## src/logic/rx_tuning_defines.svh

```systemverilog
// register offsets, reset values and field constants for the receiver tuning bank
`ifndef RX_TUNING_DEFINES_SVH
`define RX_TUNING_DEFINES_SVH

// ----------------------------------------------------------------
// register offsets
// ----------------------------------------------------------------
`define OFS_LNA_TUNE      7'h58
`define OFS_REF_SELECT    7'h59
`define OFS_LOOP_BW       7'h5f
`define OFS_AGC_MARGIN    7'h6f
`define OFS_AFC_OFFSET    7'h71

// ----------------------------------------------------------------
// reset values
// ----------------------------------------------------------------
`define RST_LNA_TUNE      8'h1b
`define RST_REF_SELECT    8'h09
`define RST_LOOP_BW       8'h08
`define RST_AGC_MARGIN    8'h30
`define RST_AFC_OFFSET    8'h00

// ----------------------------------------------------------------
// field positions and codes
// ----------------------------------------------------------------
`define LNA_NORMAL        8'h1b
`define LNA_HIGH_SENS     8'h2d
`define EXT_REF_BIT       4
`define LOOP_BW_HI        3
`define LOOP_BW_LO        2
`define MARGIN_NORMAL     8'h00
`define MARGIN_LOWBETA    8'h20
`define MARGIN_NOLOWBETA  8'h30
`define LOOP_BW_KHZ0      10'h04b
`define LOOP_BW_KHZ1      10'h096
`define LOOP_BW_KHZ2      10'h12c
`define LOOP_BW_KHZ3      10'h258
`define AFC_STEP_HZ       17'sh001e8
`define SPI_WRITE_BIT     7

`endif

```

## src/logic/rx_tuning_pkg.sv

```systemverilog
// types shared by the receiver tuning bank
package rx_tuning_pkg;

	typedef enum logic [2:0] {
		SPI_IDLE = 3'h1,
		SPI_ADDR = 3'h2,
		SPI_DATA = 3'h4
	} spi_state_e;

	typedef enum logic [1:0] {
		MARGIN_NORMAL    = 2'h0,
		MARGIN_LOWBETA   = 2'h1,
		MARGIN_NOLOWBETA = 2'h2,
		MARGIN_OTHER     = 2'h3
	} margin_mode_e;

	typedef struct packed {
		logic               lnaHighSens;
		logic               externalRefSelect;
		logic        [9:0]  loopBwKhz;
		margin_mode_e       fadingMarginMode;
		logic signed [16:0] afcOffsetHz;
	} tuning_s;

endpackage

```

## src/logic/rx_tuning_regs.sv

```systemverilog
// receiver tuning register bank behind the serial register port
`include "rx_tuning_defines.svh"

module rx_tuning_regs
	import rx_tuning_pkg::*;
(
	// clock and reset
	input  wire logic     clk,
	input  wire logic     rst_n,
	// serial register port pins
	input  wire logic     sclk,
	input  wire logic     mosi,
	input  wire logic     nss_n,
	output logic          miso,
	output logic          misoOe,
	// low-beta correction enable from the afc block
	input  wire logic     narrowModCorrectionEnable,
	// decoded tuning to the analog and dsp blocks
	output tuning_s       tuning
);

	// ----------------------------------------------------------------
	// pin synchronisers
	// ----------------------------------------------------------------
	logic [2:0] sclkSync_reg;
	logic [1:0] mosiSync_reg;
	logic [1:0] nssSync_reg;

	always_ff @(posedge clk) begin
		if (!rst_n) begin
			sclkSync_reg <= 3'h0;
			mosiSync_reg <= 2'h0;
			nssSync_reg  <= 2'h3;
		end else begin
			sclkSync_reg <= {sclkSync_reg[1:0], sclk};
			mosiSync_reg <= {mosiSync_reg[0], mosi};
			nssSync_reg  <= {nssSync_reg[0], nss_n};
		end
	end

	wire sclkRise = sclkSync_reg[1] & ~sclkSync_reg[2];
	wire sclkFall = ~sclkSync_reg[1] & sclkSync_reg[2];
	wire selected = ~nssSync_reg[1];
	wire mosiBit  = mosiSync_reg[1];

	// ----------------------------------------------------------------
	// registers
	// ----------------------------------------------------------------
	logic [7:0] lnaGainBoostCode_reg;
	logic [7:0] refSelect_reg;
	logic [7:0] loopBw_reg;
	logic [7:0] fadingMarginCode_reg;
	logic [7:0] narrowModFreqOffset_reg;

	// ----------------------------------------------------------------
	// serial frame state
	// ----------------------------------------------------------------
	spi_state_e state_reg;
	spi_state_e state_next;
	logic [7:0] shift_reg;
	logic [2:0] bitCnt_reg;
	logic [6:0] addr_reg;
	logic       writeOp_reg;
	logic [7:0] tx_reg;
	logic       txFresh_reg;
	logic       misoOe_reg;

	wire [7:0] byteIn   = {shift_reg[6:0], mosiBit};
	wire       byteDone = sclkRise && (bitCnt_reg == 3'h7);
	wire       addrDone = byteDone && (state_reg == SPI_ADDR);
	wire       dataDone = byteDone && (state_reg == SPI_DATA);
	wire       doWrite  = dataDone && writeOp_reg;
	wire [6:0] frameAddr = addrDone ? byteIn[6:0] : addr_reg;
	// burst access walks upward after each data byte
	wire [6:0] readAddr  = dataDone ? 7'(addr_reg + 7'h1) : frameAddr;

	// ----------------------------------------------------------------
	// read decode; unmapped offsets read as zero
	// ----------------------------------------------------------------
	wire hitLna    = (readAddr == `OFS_LNA_TUNE);
	wire hitRef    = (readAddr == `OFS_REF_SELECT);
	wire hitBw     = (readAddr == `OFS_LOOP_BW);
	wire hitMargin = (readAddr == `OFS_AGC_MARGIN);
	wire hitAfc    = (readAddr == `OFS_AFC_OFFSET);
	wire [7:0] readData = ({8{hitLna}}    & lnaGainBoostCode_reg)
	                    | ({8{hitRef}}    & refSelect_reg)
	                    | ({8{hitBw}}     & loopBw_reg)
	                    | ({8{hitMargin}} & fadingMarginCode_reg)
	                    | ({8{hitAfc}}    & narrowModFreqOffset_reg);

	// ----------------------------------------------------------------
	// write decode
	// ----------------------------------------------------------------
	wire wrLna    = doWrite && (addr_reg == `OFS_LNA_TUNE);
	wire wrRef    = doWrite && (addr_reg == `OFS_REF_SELECT);
	wire wrBw     = doWrite && (addr_reg == `OFS_LOOP_BW);
	wire wrMargin = doWrite && (addr_reg == `OFS_AGC_MARGIN);
	wire wrAfc    = doWrite && (addr_reg == `OFS_AFC_OFFSET);

	always_comb begin
		state_next = state_reg;
		unique case (state_reg)
			SPI_IDLE: begin
				if (selected) begin
					state_next = SPI_ADDR;
				end
			end
			SPI_ADDR: begin
				if (addrDone) begin
					state_next = SPI_DATA;
				end
			end
			SPI_DATA: begin
				state_next = SPI_DATA;
			end
		endcase
		// deselect aborts any partial byte
		if (!selected) begin
			state_next = SPI_IDLE;
		end
	end

	always_ff @(posedge clk) begin
		if (!rst_n) begin
			state_reg   <= SPI_IDLE;
			shift_reg   <= 8'h00;
			bitCnt_reg  <= 3'h0;
			addr_reg    <= 7'h00;
			writeOp_reg <= 1'b0;
		end else begin
			state_reg <= state_next;
			if (!selected) begin
				bitCnt_reg <= 3'h0;
			end else if (sclkRise) begin
				shift_reg  <= byteIn;
				bitCnt_reg <= 3'(bitCnt_reg + 3'h1);
			end
			if (addrDone) begin
				writeOp_reg <= byteIn[`SPI_WRITE_BIT];
			end
			if (addrDone || dataDone) begin
				addr_reg <= readAddr;
			end
		end
	end

	// ----------------------------------------------------------------
	// read data out, msb first; the loaded bit must survive one fall
	// ----------------------------------------------------------------
	always_ff @(posedge clk) begin
		if (!rst_n) begin
			tx_reg      <= 8'h00;
			txFresh_reg <= 1'b0;
			misoOe_reg  <= 1'b0;
		end else begin
			misoOe_reg <= selected;
			if (addrDone || dataDone) begin
				tx_reg      <= readData;
				txFresh_reg <= 1'b1;
			end else if (sclkFall) begin
				if (txFresh_reg) begin
					txFresh_reg <= 1'b0;
				end else begin
					tx_reg <= {tx_reg[6:0], 1'b0};
				end
			end
		end
	end

	assign miso   = tx_reg[7];
	assign misoOe = misoOe_reg;

	// ----------------------------------------------------------------
	// register storage
	// ----------------------------------------------------------------
	always_ff @(posedge clk) begin
		if (!rst_n) begin
			lnaGainBoostCode_reg    <= `RST_LNA_TUNE;
			refSelect_reg           <= `RST_REF_SELECT;
			loopBw_reg              <= `RST_LOOP_BW;
			fadingMarginCode_reg    <= `RST_AGC_MARGIN;
			narrowModFreqOffset_reg <= `RST_AFC_OFFSET;
		end else begin
			if (wrLna) begin
				lnaGainBoostCode_reg <= byteIn;
			end
			if (wrRef) begin
				refSelect_reg <= byteIn;
			end
			if (wrBw) begin
				loopBw_reg <= byteIn;
			end
			if (wrMargin) begin
				fadingMarginCode_reg <= byteIn;
			end
			if (wrAfc) begin
				narrowModFreqOffset_reg <= byteIn;
			end
		end
	end

	// ----------------------------------------------------------------
	// decoded tuning
	// ----------------------------------------------------------------
	wire [1:0] loopBwCode = loopBw_reg[`LOOP_BW_HI:`LOOP_BW_LO];
	wire [9:0] loopBwKhz  = (loopBwCode == 2'h0) ? `LOOP_BW_KHZ0 :
	                        (loopBwCode == 2'h1) ? `LOOP_BW_KHZ1 :
	                        (loopBwCode == 2'h2) ? `LOOP_BW_KHZ2 :
	                                               `LOOP_BW_KHZ3;

	wire margin0 = (fadingMarginCode_reg == `MARGIN_NORMAL);
	wire margin2 = (fadingMarginCode_reg == `MARGIN_LOWBETA);
	wire margin3 = (fadingMarginCode_reg == `MARGIN_NOLOWBETA);
	margin_mode_e marginMode;
	assign marginMode = margin0 ? MARGIN_NORMAL :
	                    margin2 ? MARGIN_LOWBETA :
	                    margin3 ? MARGIN_NOLOWBETA : MARGIN_OTHER;

	// offset is two's complement so correction can go either way
	wire signed [16:0] afcExt  = $signed({{9{narrowModFreqOffset_reg[7]}},
	                                      narrowModFreqOffset_reg});
	wire signed [16:0] afcProd = afcExt * `AFC_STEP_HZ;
	wire signed [16:0] afcApplied = narrowModCorrectionEnable ? afcProd : 17'sh00000;

	tuning_s tuning_next;
	tuning_s tuning_reg;
	assign tuning_next.lnaHighSens       = (lnaGainBoostCode_reg == `LNA_HIGH_SENS);
	assign tuning_next.externalRefSelect = refSelect_reg[`EXT_REF_BIT];
	assign tuning_next.loopBwKhz         = loopBwKhz;
	assign tuning_next.fadingMarginMode  = marginMode;
	assign tuning_next.afcOffsetHz       = afcApplied;

	always_ff @(posedge clk) begin
		if (!rst_n) begin
			tuning_reg <= '0;
		end else begin
			tuning_reg <= tuning_next;
		end
	end

	assign tuning = tuning_reg;

endmodule

```

## config.mk

```make
export PLATFORM = sky130hd
export DESIGN_NAME = rx_tuning_regs
export DESIGN_NICKNAME = d
export VERILOG_FILES = /design/src/logic/rx_tuning_pkg.sv /design/src/logic/rx_tuning_regs.sv
export VERILOG_INCLUDE_DIRS = /design/src /design/src/logic
export SDC_FILE = /design/constraint.sdc
export NUM_CORES = 1
export LEC_CHECK = 0
export BUFFER_PORTS_ARGS = -buffer_cell sky130_fd_sc_hd__buf_4
export CORE_ASPECT_RATIO = 1.1
export CORE_UTILIZATION = 60
export CTS_CLUSTER_SIZE = 28
export DETAILED_ROUTE_END_ITERATION = 6
export GPL_ROUTABILITY_DRIVEN = 0
export PLACE_DENSITY = 0.79
export SYNTH_ARGS = -nofsm -noshare
export SYNTH_HDL_FRONTEND = slang
export SYNTH_SLANG_ARGS = --single-unit
```

## constraint.sdc

```tcl
create_clock -name clk -period 4.7 [get_ports clk]
set_clock_uncertainty 0.2 [all_clocks]
set_input_delay 0.47 -clock clk [delete_from_list [all_inputs] [get_ports clk]]
set_output_delay 0.47 -clock clk [all_outputs]
set_load 0.005 [all_outputs]
```

==> reports/metrics.cfg <==
[worst_setup_path]
critPathLaunchType=flip-flop
worst_r2r_path_depth=12
cp_peak_stage_delay_ns=0.67
critPathLaunch=narrowModFreqOffset_reg[7]
timing.critical_path.to=tuning[15]
r2r_end=tuning[15]
crit_path_cell_trace=ha_1 > fa_1 > fa_1 > inv_1 > fa_1 > inv_1 > ha_1 > a2111oi_0 > nor3_1 > a31oi_1 > xor2_1 > nor2_1
slowest_stage_cell_on_the_critical_path=dfxtp_1
timing.reg2reg.setup_slack_ns=0.53
crit_path_max_fanout=10
type_of_destination_of_the_critical_path=flip-flop
worstPathRequired_ns=4.76
worst-setup-path-type=reg -> reg
cpMostUsedCell=fa_1
worst_ep_arrival_time_ns=4.24
worstReg2RegStart=narrowModFreqOffset_reg[7]

[global_route]
grt_max_degree=49
grt_pass1_wl_mm=18.7
grt_pass1_vias=3838
grt-ovfl-total=0
globalRouteTotalUtil_pct=25.3
initial_antenna_violation_count=0

[synth]
ys_async_sr_fraction_pct=0
yosysUniqueCellTypes=63
synth-seq-area-share_pct=38.4
postSynth.topFlopCell=dfxtp_1
synth_edf_count=0
postSynthRegisterBits=105
postSynthAreaPerCell_sq_um=9.45
post_synth_instance_area_sq_um=5470
yosysWarnings=0
synth_cells=579

[die]
start_util_pct=61.6
std_cell_rows=36
die_height_um=102
core_area_sq_um=8870
die_area_sq_um=9500
ios=39
floorplan.die.width_um=93.0

[status]
result_of_the_run=finished clean

[clock_tree]
cts-buffers-inserted=9
tritoncts_num_sinks=105
h-tree-depth=3
cts-resized-gates=0
clk-insertion-delay-late_ns=0.38
hold_buffers=0
clkSlewWorstSetupHoldPaths_ns=0.10
cts_tree=yes
ctsLongestPathBuffers=2
clockRootBuffer=clkbuf_8
post_cts_buffers=0

[detailed_routing]
vias=4151
finalWirelength_mm=11.5
drtIter0Drc=333
wl_per_cell_um=16.1
final_antenna_net_count=0
drt_via_density=5.79
first_pass_iters=5
drc_errors=0

[power]
cellLeakagePower_nw=2.57
p_sw_w=0.000362
internal_power_w=0.00112
vdd_ir_drop_max_v=0.000217
share_of_total_power_in_sequential_cells_pct=61.0
power.density_nw_per_um2=249
p_comb_share_pct=2.6
power.switching_fraction_pct=24.5
clock_power_share_pct=36.4

[place]
port-buffer-count=35
place.detailed.hpwl_mm=8.32
dp_slack_ns=0.484

[sta]
final.period_utilization_pct=88.8
final-max-slew-violation-count=0
top_achievable_clock_speed_mhz=240
timing_worst_slew_pin_value_ns=0.963
report.final.setup_viol=0
rsz_0062_raised_after_global_routing=no
period_minus_slack_ns=4.17
totalNegativeSetupSlack_ns=0
hold_violations=0
slew_headroom_pct=35.4
worst_setup_slack_final_ns=0.525

[cells_and_area]
flow.area_growth_from_synthesis_pct=8.35
number_of_nets_at_the_end_of_the_flow=660
fill_cells=718
drive_above_1_share_pct=12.1
post-route-util_pct=66.8
antenna-diode-count=0
largest_register_ff_count=27

[flow_run]
max_cap_violations=0

[hold_path]
worst_hold_path_type=in -> reg

-- cells by family (layout without fill, tap and decap cells) --
group / count (synthesis) / in the layout / share of synthesized area [%]
adders and majority gates: 56 / 56 / 15.6
and+or+nand+nor: 191 / 191 / 17.9
other: 1 / 3 / 0.0686
buffers and inverters: 73 / 95 / 5.83
AOI/OAI and AO/OA: 103 / 103 / 13.5
xor gates and xnor gates: 16 / 16 / 2.56
muxes: 34 / 34 / 6.22
DFF: 105 / 105 / 38.4
-- power by group through the flow --
stage               registers (W)  clock network (W)  logic [W]
finish                   0.000901           0.000538  0.0000385
floorplan                0.000920                  0  0.0000279
detailed placement       0.000922                  0  0.0000381
global route             0.000903           0.000585  0.0000424
global placement         0.000921                  0  0.0000369
CTS                      0.000901           0.000544  0.0000382
-- worst max-delay path: cells and delay by family (launching register included) --
family	cells	cell delay, ns
adders and majority gates	5	2.13
and+or+nand+nor	2	0.20
DFF	1	0.67
xor gates and xnor gates	1	0.16
AOI/OAI and AO/OA	2	0.63
buffers and inverters	2	0.09
-- how the worst min path moves through the flow --
stage / start / endpoint / slack [ns] / cells past startpoint
2_1_floorplan: nssSync_reg[0] / nssSync_reg[1] / 0.19 / 1
3_3_place_gp: nssSync_reg[0] / nssSync_reg[1] / 0.20 / 1
3_5_place_dp: nssSync_reg[0] / nssSync_reg[1] / 0.20 / 1
4_1_cts: nss_n / nssSync_reg[0] / 0.07 / 2
5_1_grt: nss_n / nssSync_reg[0] / 0.06 / 2
6_report: nss_n / nssSync_reg[0] / 0.07 / 2
-- synthesized netlist by cell type, types with 2 or more instances --
cell type / n / area (sq um)
dfxtp_1: 105 / 2100
nor2_1: 83 / 312
inv_1: 42 / 158
a21oi_1: 36 / 180
ha_1: 36 / 450
mux2i_1: 34 / 340
nand2_1: 31 / 116
fa_1: 20 / 400
clkbuf_1: 16 / 60.1
o21ai_0: 13 / 65.1
and2_1: 11 / 68.8
xnor2_1: 10 / 87.6
a31oi_1: 9 / 56.3
and3_1: 9 / 56.3
nor3_1: 8 / 40.0
o211ai_1: 8 / 60.1
nand2b_1: 7 / 43.8
or3_1: 7 / 43.8
a221oi_1: 6 / 52.6
buf_2: 6 / 30.0
buf_4: 6 / 45.0
nand3_1: 6 / 30.0
xor2_1: 6 / 52.6
a222oi_1: 5 / 50.1
a21o_1: 4 / 30.0
or2_2: 4 / 25.0
nor4_1: 3 / 18.8
o211a_1: 3 / 30.0
a211o_1: 2 / 17.5
a221oi_2: 2 / 30.0
a22oi_1: 2 / 15.0
a311oi_2: 2 / 30.0
buf_6: 2 / 22.5
nand4b_1: 2 / 17.5
nor3_2: 2 / 20.0
nor3b_1: 2 / 15.0
nor4b_1: 2 / 17.5
o21bai_1: 2 / 15.0
-- layer usage --
metal,part of all wire (%),global-route usage (%),wire length [um]
met4,2.8,10.4,322
met1,43,31.3,4920
met3,5.7,4.69,661
met2,49,43.7,5620
met5,0,0,0
-- area by class of cell --
type                            instances  area (sq um)  area share, %
Multi-Input combinational cell        403          3060           51.6
Sequential cell                       105          2100           35.5
Timing Repair Buffer                   37           278           4.69
Inverter                               42           158           2.66
Tap cell                              114           143           2.41
Clock buffer                           10           128           2.15
Clock inverter                          6          62.6           1.06
-- cell usage in the layout (no fill, tap or decap), drive strengths merged, types with 3 or more instances in the layout --
| master | instances |
|---|---|
| a21o | 4 |
| a21oi | 38 |
| a221oi | 8 |
| a222oi | 5 |
| a311oi | 4 |
| a31oi | 9 |
| and2 | 11 |
| and3 | 9 |
| buf | 37 |
| clkbuf | 10 |
| clkinv | 4 |
| conb | 3 |
| dfxtp | 105 |
| fa | 20 |
| ha | 36 |
| inv | 44 |
| mux2i | 34 |
| nand2 | 32 |
| nand2b | 7 |
| nand3 | 6 |
| nor2 | 84 |
| nor3 | 11 |
| nor3b | 3 |
| nor4 | 4 |
| o211a | 3 |
| o211ai | 8 |
| o21ai | 13 |
| or2 | 4 |
| or3 | 7 |
| xnor2 | 10 |
| xor2 | 6 |
-- through the flow --
stage	hold slack (ns)	area (sq um)	instances	total power, W
after floorplan	0.186	5480	581	0.000948
after global placement	0.196	5740	701	0.000958
after detailed placement	0.200	5740	701	0.000960
after CTS	0.0655	5930	717	0.00148
after global routing	0.0639	5930	717	0.00153
final	0.0718	5930	717	0.00148
No activity file was read; power rests on OpenSTA's default activity.
